===== config.mk =====
export PLATFORM = sky130hd
export DESIGN_NAME = tqm_torque_mode
export DESIGN_NICKNAME = d
export VERILOG_FILES = /design/src/design/tqm_pkg.sv /design/src/design/tqm_torque_mode.sv
export SDC_FILE = /design/constraint.sdc
export NUM_CORES = 2
export LEC_CHECK = 0
export ABC_AREA = 1
export BUFFER_PORTS_ARGS = -buffer_cell sky130_fd_sc_hd__buf_2
export CAP_MARGIN = 15
export CORE_MARGIN = 2
export CORE_UTILIZATION = 35
export DETAILED_ROUTE_END_ITERATION = 8
export GPL_ROUTABILITY_DRIVEN = 1
export GPL_TIMING_DRIVEN = 0
export SYNTH_ARGS = -nofsm -noshare
export SYNTH_HDL_FRONTEND = slang
export SYNTH_SLANG_ARGS = --single-unit

===== constraint.sdc =====
create_clock -name i_mclk -period 12.1 [get_ports i_mclk]
set_clock_uncertainty 0.2 [all_clocks]
set_input_delay 1.21 -clock i_mclk [delete_from_list [all_inputs] [get_ports i_mclk]]
set_output_delay 1.21 -clock i_mclk [all_outputs]
set_load 0.01 [all_outputs]

===== src/design/tqm_pkg.sv =====
package tqm_pkg;
    // Clock and timing
    localparam int          CLK_PERIOD_NS   = 40;
    localparam int          SMOOTH_TICK_NS  = 1000000;
    localparam int          SMOOTH_TICK_CYC = SMOOTH_TICK_NS / CLK_PERIOD_NS;

    // Configuration word indexes; byte address is four times the index
    localparam logic [4:0]  IDX_MODE        = 5'h00;
    localparam logic [4:0]  IDX_FULL_SCALE  = 5'h01;
    localparam logic [4:0]  IDX_SMOOTH      = 5'h02;
    localparam logic [4:0]  IDX_PRESET1     = 5'h03;
    localparam logic [4:0]  IDX_PRESET3     = 5'h05;
    localparam logic [4:0]  IDX_RES_LP      = 5'h06;
    localparam logic [4:0]  IDX_NOTCH_BASE  = 5'h07;
    localparam int          NUM_CFG         = 22;
    localparam int          NUM_NOTCH       = 5;
    // Status words sit at byte 0x80 and up
    localparam logic [1:0]  STS_MODE        = 2'h0;
    localparam logic [1:0]  STS_CMD         = 2'h1;
    localparam logic [1:0]  STS_LIMIT       = 2'h2;
    localparam logic [1:0]  STS_INPUTS      = 2'h3;

    // Reset values
    localparam logic [15:0] RST_MODE        = 16'h0000;
    localparam logic [15:0] RST_FULL_SCALE  = 16'h0064;
    localparam logic [15:0] RST_NOTCH_FREQ  = 16'h03e8;
    localparam logic [15:0] RST_ZERO        = 16'h0000;

    // Value limits
    localparam logic [15:0] FULL_SCALE_MAX  = 16'h012c;
    localparam logic signed [15:0] PRESET_MAX = 16'sh012c;
    localparam logic [15:0] NOTCH_FREQ_MIN  = 16'h0032;
    localparam logic [15:0] NOTCH_FREQ_MAX  = 16'h1388;
    localparam logic [15:0] NOTCH_ATT_MAX   = 16'h0020;
    localparam logic [15:0] PCT_TO_CMD      = 16'h0064;

    // Control mode setting values
    localparam logic [3:0]  CM_PT = 4'h0, CM_PR = 4'h1, CM_S = 4'h2, CM_T = 4'h3;
    localparam logic [3:0]  CM_SZ = 4'h4, CM_TZ = 4'h5, CM_PT_S = 4'h6, CM_PT_T = 4'h7;
    localparam logic [3:0]  CM_PR_S = 4'h8, CM_PR_T = 4'h9, CM_S_T = 4'ha;
    localparam logic [3:0]  CM_PULSE_REGISTER_SELECT = 4'hd, CM_PULSE_REGISTER_SELECT_S = 4'he, CM_PULSE_REGISTER_SELECT_T = 4'hf;

    // Synchronised input bit positions
    localparam int DI_SEL0 = 0, DI_SEL1 = 1, DI_SERVO = 2, DI_SP = 3;
    localparam int DI_TP = 4, DI_ST = 5, DI_PTPR = 6, DI_W = 7;

    localparam logic [1:0]  RESP_OKAY       = 2'h0;
    localparam logic [1:0]  RESP_SLVERR     = 2'h2;

    typedef enum logic [5:0] {
        MODE_PT = 6'b000001,
        MODE_PR = 6'b000010,
        MODE_S  = 6'b000100,
        MODE_T  = 6'b001000,
        MODE_SZ = 6'b010000,
        MODE_TZ = 6'b100000
    } tqm_mode_t;
endpackage


===== src/design/tqm_torque_mode.sv =====
`timescale 1ns/1ps
`default_nettype none
// Function
// - Mode setting 3 gives torque mode, 5 gives torque-zero mode.
// - Torque mode, select 00: command from differential analog reference, -10V..+10V.
// - Torque-zero mode, select 00: analog ignored, command held at zero.
// - Select 01/10/11 pick signed presets 1/2/3, each -300%..300%.
// - Preset takes effect when select inputs change, no trigger needed.
// - Select input reads 0 when contact open, 1 when closed.
// - In speed modes selected torque values act as torque limits.
// - Analog 10V equals full-scale percentage setting of rated torque.
// - Smoothing constant 0ms bypasses filter; otherwise low-pass the command.
// - Torque source selected from select inputs only while servo is on.
// - Decode 06,07,08,09,0A,0D as dual modes, 0E,0F as multiple modes.
// - Dual modes switch by inputs 0x18, 0x20, 0x19 and 0x2B.
// - Multiple modes combine mode switch and pulse/register switch inputs.
// - No speed-zero or torque-zero variant inside any dual mode.
// - Five independent notch filters, each with frequency, depth and bandwidth.
// - Notch frequency 50..5000 Hz, depth 0..32 dB accepted.
// - Resonance low-pass strengthens as its setting rises above zero.
module tqm_torque_mode
    import tqm_pkg::*;
#(
    parameter int P_TICK_CYCLES = SMOOTH_TICK_CYC
) (
    // Clock and reset
    input  wire logic               i_mclk,
    input  wire logic               i_rst,
    // Digital input contacts, asynchronous
    input  wire logic               i_torque_sel_bit0,
    input  wire logic               i_torque_sel_bit1,
    input  wire logic               i_servo_on,
    input  wire logic               i_speed_position_switch,
    input  wire logic               i_torque_position_switch,
    input  wire logic               i_speed_torque_switch,
    input  wire logic               i_pulse_register_switch,
    // Analog reference sample, same clock, 32767 = +10V
    input  wire logic signed [15:0] i_analog_ref,
    // Outputs to the loops
    output logic signed [15:0]      o_torque_cmd,
    output logic signed [15:0]      o_torque_limit,
    output logic                    o_limit_valid,
    output logic [5:0]              o_active_mode,
    // AXI4-Lite slave
    input  wire logic [7:0]         i_awaddr,
    input  wire logic               i_awvalid,
    output logic                    o_awready,
    input  wire logic [31:0]        i_wdata,
    input  wire logic [3:0]         i_wstrb,
    input  wire logic               i_wvalid,
    output logic                    o_wready,
    output logic [1:0]              o_bresp,
    output logic                    o_bvalid,
    input  wire logic               i_bready,
    input  wire logic [7:0]         i_araddr,
    input  wire logic               i_arvalid,
    output logic                    o_arready,
    output logic [31:0]             o_rdata,
    output logic [1:0]              o_rresp,
    output logic                    o_rvalid,
    input  wire logic               i_rready
);
    function automatic logic [3:0] msb_of(input logic [15:0] v);
        logic [3:0] r;
        r = 4'h0;
        for (int b = 0; b < 16; b++) begin
            if (v[b]) begin
                r = 4'(b);
            end
        end
        return r;
    endfunction

    function automatic logic signed [15:0] sat16(input logic signed [23:0] v);
        if (v > 24'sd32767) begin
            return 16'sh7fff;
        end else if (v < -24'sd32768) begin
            return 16'sh8000;
        end
        return v[15:0];
    endfunction

    // Result always lies between y and x, so it fits the width
    function automatic logic signed [15:0] lp_step(input logic signed [15:0] y,
                                                   input logic signed [15:0] x,
                                                   input logic [3:0] k);
        logic signed [16:0] d;
        d = 17'(x) - 17'(y);
        return 16'(17'(y) + (d >>> k));
    endfunction

    // Out-of-range writes are clamped rather than refused
    function automatic logic [15:0] clamp_cfg(input logic [4:0] idx, input logic [15:0] v);
        logic [4:0] fld;
        fld = 5'(5'(idx - IDX_NOTCH_BASE) % 5'd3);
        if (idx == IDX_MODE) begin
            return {12'h000, v[3:0]};
        end else if (idx == IDX_FULL_SCALE) begin
            return (v > FULL_SCALE_MAX) ? FULL_SCALE_MAX : v;
        end else if (idx >= IDX_PRESET1 && idx <= IDX_PRESET3) begin
            if ($signed(v) > PRESET_MAX) return PRESET_MAX;
            if ($signed(v) < -PRESET_MAX) return -PRESET_MAX;
            return v;
        end else if (idx < IDX_NOTCH_BASE || fld == 5'd2) begin
            return v;
        end else if (fld == 5'd0) begin
            if (v < NOTCH_FREQ_MIN) return NOTCH_FREQ_MIN;
            return (v > NOTCH_FREQ_MAX) ? NOTCH_FREQ_MAX : v;
        end
        return (v > NOTCH_ATT_MAX) ? NOTCH_ATT_MAX : v;
    endfunction

    // Input synchroniser; the first stage feeds only the second
    logic [DI_W-1:0] sync1_ff;
    logic [DI_W-1:0] di_ff;
    always_ff @(posedge i_mclk) begin
        if (i_rst) begin
            sync1_ff <= '0;
            di_ff    <= '0;
        end else begin
            sync1_ff <= {i_pulse_register_switch, i_speed_torque_switch,
                         i_torque_position_switch, i_speed_position_switch,
                         i_servo_on, i_torque_sel_bit1, i_torque_sel_bit0};
            di_ff    <= sync1_ff;
        end
    end

    // Configuration storage
    logic [15:0] cfg_ff [0:NUM_CFG-1];
    wire  [3:0]  mode_set = cfg_ff[IDX_MODE][3:0];
    wire         sw_sp    = di_ff[DI_SP];
    wire         sw_tp    = di_ff[DI_TP];
    wire         sw_st    = di_ff[DI_ST];
    wire         sw_ptpr  = di_ff[DI_PTPR];
    wire         pos_sel  = sw_ptpr ? 1'b1 : 1'b0;

    // Operating mode decode; zero variants only in single modes
    tqm_mode_t   mode_nxt;
    always_comb begin
        unique case (mode_set)
            CM_PR:      mode_nxt = MODE_PR;
            CM_S:       mode_nxt = MODE_S;
            CM_T:       mode_nxt = MODE_T;
            CM_SZ:      mode_nxt = MODE_SZ;
            CM_TZ:      mode_nxt = MODE_TZ;
            CM_PT_S:    mode_nxt = sw_sp ? MODE_S : MODE_PT;
            CM_PT_T:    mode_nxt = sw_tp ? MODE_T : MODE_PT;
            CM_PR_S:    mode_nxt = sw_sp ? MODE_S : MODE_PR;
            CM_PR_T:    mode_nxt = sw_tp ? MODE_T : MODE_PR;
            CM_S_T:     mode_nxt = sw_st ? MODE_T : MODE_S;
            CM_PULSE_REGISTER_SELECT:   mode_nxt = pos_sel ? MODE_PR : MODE_PT;
            CM_PULSE_REGISTER_SELECT_S: mode_nxt = sw_sp ? MODE_S : (pos_sel ? MODE_PR : MODE_PT);
            CM_PULSE_REGISTER_SELECT_T: mode_nxt = sw_tp ? MODE_T : (pos_sel ? MODE_PR : MODE_PT);
            default:    mode_nxt = MODE_PT;
        endcase
    end

    // Source selection and analog scaling
    wire  [1:0]         tsel      = {di_ff[DI_SEL1], di_ff[DI_SEL0]};
    wire                servo     = di_ff[DI_SERVO];
    wire  signed [33:0] ana_prod  = 34'(i_analog_ref) * 34'(cfg_ff[IDX_FULL_SCALE])
                                    * 34'(PCT_TO_CMD);
    wire  signed [15:0] ana_cmd   = 16'(ana_prod >>> 15);
    wire  signed [23:0] pre_prod  = 24'($signed(cfg_ff[IDX_PRESET1 + 5'(tsel) - 5'd1]))
                                    * 24'(PCT_TO_CMD);
    wire  signed [15:0] pre_cmd   = sat16(pre_prod);
    wire                zero_src  = (mode_nxt == MODE_TZ) || (mode_nxt == MODE_SZ);
    wire  signed [15:0] src_nxt   = !servo         ? 16'sh0000 :
                                    (tsel != 2'h0) ? pre_cmd :
                                    zero_src       ? 16'sh0000 : ana_cmd;
    wire                is_torque = (mode_nxt == MODE_T) || (mode_nxt == MODE_TZ);
    wire                is_speed  = (mode_nxt == MODE_S) || (mode_nxt == MODE_SZ);

    tqm_mode_t          mode_ff;
    logic signed [15:0] cmd_src_ff;
    logic signed [15:0] limit_ff;
    logic               limit_vld_ff;
    always_ff @(posedge i_mclk) begin
        if (i_rst) begin
            mode_ff      <= MODE_PT;
            cmd_src_ff   <= '0;
            limit_ff     <= '0;
            limit_vld_ff <= 1'b0;
        end else begin
            mode_ff      <= mode_nxt;
            cmd_src_ff   <= is_torque ? src_nxt : 16'sh0000;
            limit_ff     <= is_speed ? src_nxt : 16'sh0000;
            limit_vld_ff <= is_speed & servo;
        end
    end

    // Command smoothing, stepped once per millisecond
    logic [15:0]        tick_cnt_ff;
    logic signed [15:0] smooth_ff;
    wire                tick    = (tick_cnt_ff == 16'(P_TICK_CYCLES - 1));
    wire  [15:0]        sm_cfg  = cfg_ff[IDX_SMOOTH];
    wire  [3:0]         sm_k    = (msb_of(sm_cfg) == 4'hf) ? 4'hf : msb_of(sm_cfg) + 4'h1;
    always_ff @(posedge i_mclk) begin
        if (i_rst) begin
            tick_cnt_ff <= '0;
            smooth_ff   <= '0;
        end else begin
            tick_cnt_ff <= tick ? 16'h0000 : tick_cnt_ff + 16'h0001;
            if (sm_cfg == 16'h0000) begin
                smooth_ff <= cmd_src_ff;
            end else if (tick) begin
                smooth_ff <= lp_step(smooth_ff, cmd_src_ff, sm_k);
            end
        end
    end

    // Notch chain; depth 0 passes unchanged and DC gain is never altered
    logic signed [15:0] notch_lp_ff [0:NUM_NOTCH-1];
    logic signed [15:0] notch_y_ff  [0:NUM_NOTCH-1];
    always_ff @(posedge i_mclk) begin
        for (int n = 0; n < NUM_NOTCH; n++) begin
            automatic logic signed [15:0] x  = (n == 0) ? smooth_ff : notch_y_ff[(n == 0) ? 0 : n - 1];
            automatic logic [15:0]        fq = cfg_ff[IDX_NOTCH_BASE + 5'(3 * n)];
            automatic logic [15:0]        at = cfg_ff[IDX_NOTCH_BASE + 5'(3 * n + 1)];
            automatic logic [15:0]        bw = cfg_ff[IDX_NOTCH_BASE + 5'(3 * n + 2)];
            automatic logic [3:0]         k0 = 4'hf - msb_of(fq);
            automatic logic [3:0]         k  = (k0 > {2'b00, bw[1:0]}) ? k0 - {2'b00, bw[1:0]}
                                                                      : 4'h1;
            automatic logic signed [23:0] hp = (24'(x) - 24'(notch_lp_ff[n])) * 24'(at[5:0]);
            if (i_rst) begin
                notch_lp_ff[n] <= '0;
                notch_y_ff[n]  <= '0;
            end else begin
                notch_lp_ff[n] <= lp_step(notch_lp_ff[n], x, k);
                notch_y_ff[n]  <= sat16(24'(x) - (hp >>> 5));
            end
        end
    end

    // Resonance low-pass; larger setting means narrower bandwidth
    logic signed [15:0] res_ff;
    logic signed [15:0] out_ff;
    wire  [15:0]        rl_cfg = cfg_ff[IDX_RES_LP];
    wire  [3:0]         rl_k   = (msb_of(rl_cfg) == 4'hf) ? 4'hf : msb_of(rl_cfg) + 4'h1;
    always_ff @(posedge i_mclk) begin
        if (i_rst) begin
            res_ff <= '0;
            out_ff <= '0;
        end else begin
            res_ff <= (rl_cfg == 16'h0000) ? notch_y_ff[NUM_NOTCH-1]
                      : lp_step(res_ff, notch_y_ff[NUM_NOTCH-1], rl_k);
            out_ff <= res_ff;
        end
    end

    // AXI4-Lite slave, one write and one read at a time
    logic       awready_ff, wready_ff, bvalid_ff, arready_ff, rvalid_ff;
    logic       aw_got_ff, w_got_ff;
    logic [7:0] awaddr_ff;
    logic [31:0] wdata_ff, rdata_ff;
    logic [3:0] wstrb_ff;
    logic [1:0] bresp_ff, rresp_ff;
    wire        aw_take   = i_awvalid & awready_ff;
    wire        w_take    = i_wvalid & wready_ff;
    wire        wr_go     = aw_got_ff & w_got_ff & ~bvalid_ff;
    wire        nxt_aw    = ~wr_go & (aw_got_ff | aw_take);
    wire        nxt_w     = ~wr_go & (w_got_ff | w_take);
    wire        nxt_bv    = wr_go | (bvalid_ff & ~i_bready);
    wire        ar_take   = i_arvalid & arready_ff;
    wire        nxt_rv    = ar_take | (rvalid_ff & ~i_rready);
    wire  [4:0] wr_idx    = awaddr_ff[6:2];
    wire        wr_ok     = ~awaddr_ff[7] && (wr_idx < 5'(NUM_CFG));
    wire  [15:0] wr_old   = cfg_ff[wr_ok ? wr_idx : 5'h00];
    wire  [15:0] wr_merge = {wstrb_ff[1] ? wdata_ff[15:8] : wr_old[15:8],
                             wstrb_ff[0] ? wdata_ff[7:0]  : wr_old[7:0]};
    wire  [4:0] rd_idx    = i_araddr[6:2];
    wire        rd_cfg    = ~i_araddr[7] && (rd_idx < 5'(NUM_CFG));
    wire        rd_sts    = i_araddr[7] && (i_araddr[6:4] == 3'h0);
    wire  [1:0] sts_sel   = i_araddr[3:2];
    wire  [31:0] sts_word = (sts_sel == STS_MODE)  ? {26'h0, mode_ff} :
                            (sts_sel == STS_CMD)   ? 32'(out_ff) :
                            (sts_sel == STS_LIMIT) ? 32'(limit_ff) : {25'h0, di_ff};
    wire  [31:0] rd_word  = rd_cfg ? {16'h0000, cfg_ff[rd_cfg ? rd_idx : 5'h00]} :
                            rd_sts ? sts_word : 32'h0000_0000;

    always_ff @(posedge i_mclk) begin
        if (i_rst) begin
            awready_ff <= 1'b0;
            wready_ff  <= 1'b0;
            bvalid_ff  <= 1'b0;
            arready_ff <= 1'b0;
            rvalid_ff  <= 1'b0;
            aw_got_ff  <= 1'b0;
            w_got_ff   <= 1'b0;
            awaddr_ff  <= '0;
            wdata_ff   <= '0;
            wstrb_ff   <= '0;
            bresp_ff   <= RESP_OKAY;
            rresp_ff   <= RESP_OKAY;
            rdata_ff   <= '0;
            for (int i = 0; i < NUM_CFG; i++) begin
                cfg_ff[i] <= RST_ZERO;
            end
            cfg_ff[IDX_MODE]       <= RST_MODE;
            cfg_ff[IDX_FULL_SCALE] <= RST_FULL_SCALE;
            for (int n = 0; n < NUM_NOTCH; n++) begin
                cfg_ff[IDX_NOTCH_BASE + 5'(3 * n)] <= RST_NOTCH_FREQ;
            end
        end else begin
            aw_got_ff  <= nxt_aw;
            w_got_ff   <= nxt_w;
            awready_ff <= ~nxt_aw & ~nxt_bv;
            wready_ff  <= ~nxt_w & ~nxt_bv;
            bvalid_ff  <= nxt_bv;
            arready_ff <= ~nxt_rv;
            rvalid_ff  <= nxt_rv;
            if (aw_take) begin
                awaddr_ff <= i_awaddr;
            end
            if (w_take) begin
                wdata_ff <= i_wdata;
                wstrb_ff <= i_wstrb;
            end
            if (wr_go) begin
                bresp_ff <= wr_ok ? RESP_OKAY : RESP_SLVERR;
                if (wr_ok) begin
                    cfg_ff[wr_idx] <= clamp_cfg(wr_idx, wr_merge);
                end
            end
            if (ar_take) begin
                rdata_ff <= rd_word;
                rresp_ff <= (rd_cfg | rd_sts) ? RESP_OKAY : RESP_SLVERR;
            end
        end
    end

    assign o_torque_cmd   = out_ff;
    assign o_torque_limit = limit_ff;
    assign o_limit_valid  = limit_vld_ff;
    assign o_active_mode  = mode_ff;
    assign o_awready      = awready_ff;
    assign o_wready       = wready_ff;
    assign o_bresp        = bresp_ff;
    assign o_bvalid       = bvalid_ff;
    assign o_arready      = arready_ff;
    assign o_rdata        = rdata_ff;
    assign o_rresp        = rresp_ff;
    assign o_rvalid       = rvalid_ff;
endmodule // tqm_torque_mode
`default_nettype wire

# == Word level (Yosys, flattened, before mapping) ==
# Memories as Yosys holds them, arrays and structs flattened.
# Index checks and enable logic that the tools add are counted.
# totals
wordCells,456
mem_bits_rw,512
reg_bits,186
memories,3
# op_classes
multipliers,8
bitwise,46
reduce_logical,20
n_lt_le_gt_ge,28
div_mod_pow,1
shifts,7
eq_ne,24
addsub,40
n_mux,256
# memory_table
name,depth,width,read_ports,rd_ports_with_merged_regs,wr,line_no,rtl
cfg_ff,22,16,22,0,22,tqm_torque_mode.sv:129,logic [15:0] cfg_ff [0:NUM_CFG-1];
notch_lp_ff,5,16,5,0,5,tqm_torque_mode.sv:213,logic signed [15:0] notch_lp_ff [0:NUM_NOTCH-1];
notch_y_ff,5,16,5,0,5,tqm_torque_mode.sv:214,logic signed [15:0] notch_y_ff [0:NUM_NOTCH-1];
# ops
op,n
16-bit 2-to-1 mux,65
4-bit 2-to-1 mux,109
16-bit by 16-bit subtractor with 17-bit output,12
32-bit 2-to-1 mux,5
17-bit by 7-bit multiplier with 24-bit output,5
17-bit by 4-bit >>> shifter with 16-bit output,7
16-bit adder,7
"20-bit by 16-bit > comparator with 1-bit output, second input constant",5
"20-bit by 16-bit less-than comparator with 1-bit output, second input constant",5
16-bit by 19-bit subtractor with 20-bit output,5
6-bit one-hot mux with 13 select lines,1
1-bit 2-to-1 mux,65
"34-bit by 5-bit multiplier with 29-bit output, second input constant",1
16-bit by 17-bit multiplier with 33-bit output,1
"4-bit equality test, second input constant",8
16-bit logical NOT,2
"24-bit by 16-bit > comparator with 1-bit output, second input constant",1
"24-bit by 16-bit less-than comparator with 1-bit output, second input constant",1
"24-bit by 5-bit multiplier with 22-bit output, second input constant",1
1-bit bitwise OR,22
4-bit by 2-bit > comparator with 1-bit output,5
4-bit by 2-bit subtractor with 4-bit output,5
"4-bit subtractor, first input constant",5
"16-bit by 1-bit adder with 16-bit output, second input constant",1
42 further kinds,86

# == Depth between registers and ports, before layout ==
# An unclocked memory read counts as a cell.
# logic_depth
word_depth,30
ltp_mapped,49

# == Least setup slack after synthesis ==
# Ideal clock, no wire load.
# synth_path
path_kind,input port to flip-flop
start,input port i_analog_ref[6]
end,"register limit_ff[14], in the netlist o_torque_limit[14]"
path_stages,34
setup_ns,0.131
n_path_buf,2
arrival_time_ns,8.997
setup_slack_ns,2.772
path_cell_list,clkbuf_1 -> clkbuf_1 -> nand2_1 -> fa_1 -> inv_1 -> fa_1 -> inv_1 -> fa_1 -> fa_1 -> inv_1 -> fa_1 -> fa_1 -> ha_1 -> nand2_1 -> o21ai_0 -> xor2_1 -> ha_1 -> ha_1 -> inv_1 -> fa_1 -> inv_1 -> ha_1 -> nand4_1 -> o31ai_1 -> nand3_1 -> nand3_1 -> a21boi_0 -> a21oi_1 -> o31ai_1 -> nand2_1 -> nand2_1 -> o21ai_0 -> nand3_1 -> nor2_1
# synth_via
elab_chain_len,5
# synth_rtl
item,line_no,rtl
start: declaration,tqm_torque_mode.sv:38,"input wire logic signed [15:0] i_analog_ref,"
16-bit by 17-bit multiplier with 33-bit output,tqm_torque_mode.sv:161,wire signed [33:0] ana_prod = 34'(i_analog_ref) * 34'(cfg_ff[IDX_FULL_SCALE])
34-bit by 5-bit multiplier with 29-bit output,tqm_torque_mode.sv:162,* 34'(PCT_TO_CMD);
16-bit 2-to-1 mux,tqm_torque_mode.sv:170,zero_src ? 16'sh0000 : ana_cmd;
16-bit 2-to-1 mux,tqm_torque_mode.sv:169,(tsel != 2'h0) ? pre_cmd :
16-bit 2-to-1 mux,tqm_torque_mode.sv:168,wire signed [15:0] src_nxt = !servo ? 16'sh0000 :
end signal: assignment,tqm_torque_mode.sv:187,limit_ff <= is_speed ? src_nxt : 16'sh0000;
end: declaration,tqm_torque_mode.sv:176,logic signed [15:0] limit_ff;
# No other way between the ends.
# A chain may end at the register's enable or synchronous reset.

==> flow_results.org <==
** Status
- The run finished, with violations left.
- The final reports fail on DRC, capacitance limit, slew limit.

** Clock network
- The clock net in this run drives a total of between 800 and 900 sinks.
- TritonCTS built the clock tree.
- The number of setup buffers added after CTS is 0.
- Number of resized instances in the post-cts repair step :: 0
- For the worst-skew pair, the clock arrives at the later sink with an insertion delay of about 0.82 ns.
- No sink is reached through more buffers than the 3 on the longest clock path.
- After clock tree synthesis, the flow added hold-fix buffers numbering 0.
- Buffers inserted during clock tree synthesis total approximately 100.
- In this run the number of H-tree levels came out at 3.
- Clock-pin slew was measured on the worst setup and hold paths at about 0.060 ns.
- Root Buffer :: sky130_fd_sc_hd__clkbuf_16

** Layout
- Of the cells placed in the final design, the portion with a size suffix greater than 1 is 0.0519.
- Register area :: roughly 0.022 mm²
- Number of nets in the layout :: 13500
- The layout has around 26000 filler cells.
- Multi-input logic area :: approximately 0.056 mm²
- Synth-to-layout area growth :: 11.7%

** Placed design
- Routability congestion estimate from global placement :: approximately 1.1
- Quantity of I/O buffers inserted on ports :: 120
- Estimated wirelength of the detail-placed design :: between 300000 and 400000 µm

** STA
- Part of the cycle the worst path needs :: 0.917
- The total count of max-transition violations in the final report came to 12.
- The hold violation count in the final report was 0.
- For the pin with the worst max-slew slack, the measured transition is approximately 1.6 ns.
- The tightest hold path in the finished design has a slack of 0.209 ns.
- Unrepaired setup endpoints after global routing :: false
- After routing, the total negative slack on setup checks comes to 0 ns.
- The worst pin sits at a relative slew slack of -0.0413.
- Maximum frequency from static timing analysis :: 90.1 MHz
- Clock period minus worst slack :: approximately 11 ns
- Setup violations remaining at the end of the flow were counted as 0.

** Worst setup path
- Slowest library cell on the worst path :: sky130_fd_sc_hd__clkbuf_1
- Worst Path Arrival :: between 10 and 15 ns
- Of all nets on the critical path, the largest fanout is 10.
- Top delay family on crit path :: adder cells
- The largest single stage delay on the critical path is about 0.89 ns.
- Worst endpoint required time :: around 13 ns
- The worst setup path is launched from a flop.
- CP Buf/Inv Count :: 8
- STA classifies the critical path endpoint as a flop.
- The critical path is of the flop to flop type.

** Routing
- Wires add up to approximately 400000 µm.
- Dividing the detail-routed via count by the number of cells gives 5.46.
- Once detail routing completed, the nets flagged for antenna violations numbered 0.
- The pre-antenna-repair detailed-routing pass consisted of 9 iterations.
- The final route contains around 85000 vias.
- Number of design rule violations left after detail routing :: between 200 and 250
- Violation count after the first detailed-routing iteration :: 10200
- In the final routed layout, each cell accounts on average for about 26 µm.

** Floorplan
- Starting Density :: 0.351
- The die covers roughly 0.25 mm².
- In this run the standard cell core region covers roughly 0.25 mm².
- Count of boundary I/O pins :: 162
- Row generation in the floorplan step produced ~180 rows.
- Horizontal die dimension :: between 500 and 600 µm
- Die outline height :: 503 µm

** Global routing
- GRT Total Usage :: 0.310
- Entering global routing, the biggest net connects 18 pins.
- Overflow after GRT :: 0
- First-pass GRT wire length :: 562000 µm
- The initial antenna violation count is 45.
- The via count of the first global-routing pass came to roughly 78000.

** Logic synthesis
- Number of cells produced by synthesis :: 11600
- Portion of the post-synthesis area used by sequential elements :: 0.248
- During synthesis, Yosys emitted a total of 0 warnings.
- The share of synthesized area in the top cell type comes to 0.166.
- Largest area contributor in the netlist :: sky130_fd_sc_hd__edfxtp_1
- Most repeated cell in the gate-level netlist after synthesis :: sky130_fd_sc_hd__nand2_1
- Mean instance size in the synthesized netlist :: 7.50 µm²
- Number of synthesized flops with an enable pin :: 480
- Synth area leaders :: sky130_fd_sc_hd__edfxtp_1 (17%), sky130_fd_sc_hd__fa_1 (14%), sky130_fd_sc_hd__ha_1 (11%)
- In this run the cell area of the synthesized design comes to between 0.08 and 0.09 mm².
- Seq cells post-synth :: between 800 and 900
- Counting flops with an async set or reset pin after synthesis yields a share of 0.
- Ranking of synthesized cells by instance count :: sky130_fd_sc_hd__nand2_1 (2088), sky130_fd_sc_hd__inv_1 (2049), sky130_fd_sc_hd__nor2_1 (1169), sky130_fd_sc_hd__ha_1 (780), sky130_fd_sc_hd__o21ai_0 (773)
- Synth unique cells :: between 60 and 70
- In the synthesized netlist the dominant register cell turns out to be sky130_fd_sc_hd__edfxtp_1.

** Run
- Max-cap violations in this run came to 1.

** Worst hold path
- In this run the worst hold path is classified as flop to flop.
-- routing by layer --
layer,routed length (µm),up-vias,track usage
li1,-,38600,-
met4,31100,27,0.193
met1,160000,40100,0.397
met5,304,-,0.00400
met3,43200,1248,0.0953
met2,164000,4642,0.454
-- sequential cells by signal (all words and copies together) (netlist names), 17 cells and up --
signal       count
o_rdata         17
notch_y_ff      80
cfg_ff         512
notch_lp_ff     80
-- cells by family (layout without fill, tap and decap cells) --
group,count (synthesis),in the layout,synth area share
AOI/OAI and AO/OA,2232,2232,0.150
buffers and inverters,2590,2971,0.116
DFF,839,839,0.248
other,1,180,0.0000431
xor gates and xnor gates,349,349,0.0351
muxes,13,13,0.00150
and+or+nand+nor,4199,4199,0.198
adders and majority gates,1384,1384,0.251
-- worst paths after layout --
| check | startpoint | to | slack, ns | cells past startpoint |
|---|---|---|---|---|
| max reg2reg | cfg_ff[1][3] | cmd_src_ff[14] | 1.00 | 36 |
| min reg2reg | sync1_ff[5] | di_ff[5] | 0.21 | 2 |
| min | sync1_ff[5] | di_ff[5] | 0.21 | 2 |
| max | cfg_ff[1][3] | cmd_src_ff[14] | 1.00 | 36 |
-- area by class of cell --
type | count | share of cell area
antenna | 18 | 0.000464
tap | 3330 | 0.0429
inverter | 2092 | 0.0808
sequential | 839 | 0.222
multi-input combinational | 8339 | 0.576
buffer | 498 | 0.0229
clock buffer | 131 | 0.0293
clock inverter | 53 | 0.00597
timing repair buffer | 197 | 0.0191
-- metrics by stage --
stage,instance area (µm²),utilization,setup slack (ns),std cells
3_3_place_gp,92400,0.373,0.935,15200
2_1_floorplan,87600,-,2.77,11800
4_1_cts,96900,0.391,1.17,15500
5_1_grt,97100,0.392,0.163,15500
6_report,97200,0.392,1.00,15500
3_5_place_dp,93400,0.377,0.961,15300
-- worst reg2reg max path, delay by kind of cell (launching register included) --
family / cells / cell delay (ns)
buffers and inverters: 8 / 1.76
AOI/OAI and AO/OA: 8 / 2.58
adders and majority gates: 11 / 4.52
and+or+nand+nor: 8 / 1.18
DFF: 1 / 0.32
xor gates and xnor gates: 1 / 0.44
-- cells in the final DEF, fill, tap and decap left out, drive strengths merged, types with 18 or more instances in the layout --
| master | instances |
|---|---|
| o31ai | 21 |
| clkbuf | 487 |
| a21o | 23 |
| ha | 780 |
| clkinv | 51 |
| nand2 | 2104 |
| fa | 604 |
| a211oi | 25 |
| o21bai | 82 |
| nand4 | 85 |
| o211ai | 200 |
| nand3 | 636 |
| xnor2 | 120 |
| o21a | 42 |
| o21ai | 796 |
| a21oi | 762 |
| conb | 162 |
| or2 | 72 |
| nor4 | 30 |
| o22ai | 18 |
| inv | 2083 |
| a31oi | 49 |
| o221ai | 111 |
| buf | 339 |
| xor2 | 229 |
| dfxtp | 359 |
| nor3 | 75 |
| edfxtp | 480 |
| diode | 18 |
| nor2 | 1180 |
Power is not shown: default switching activity piles up to over one toggle a cycle in this logic, so the estimate is an artifact.
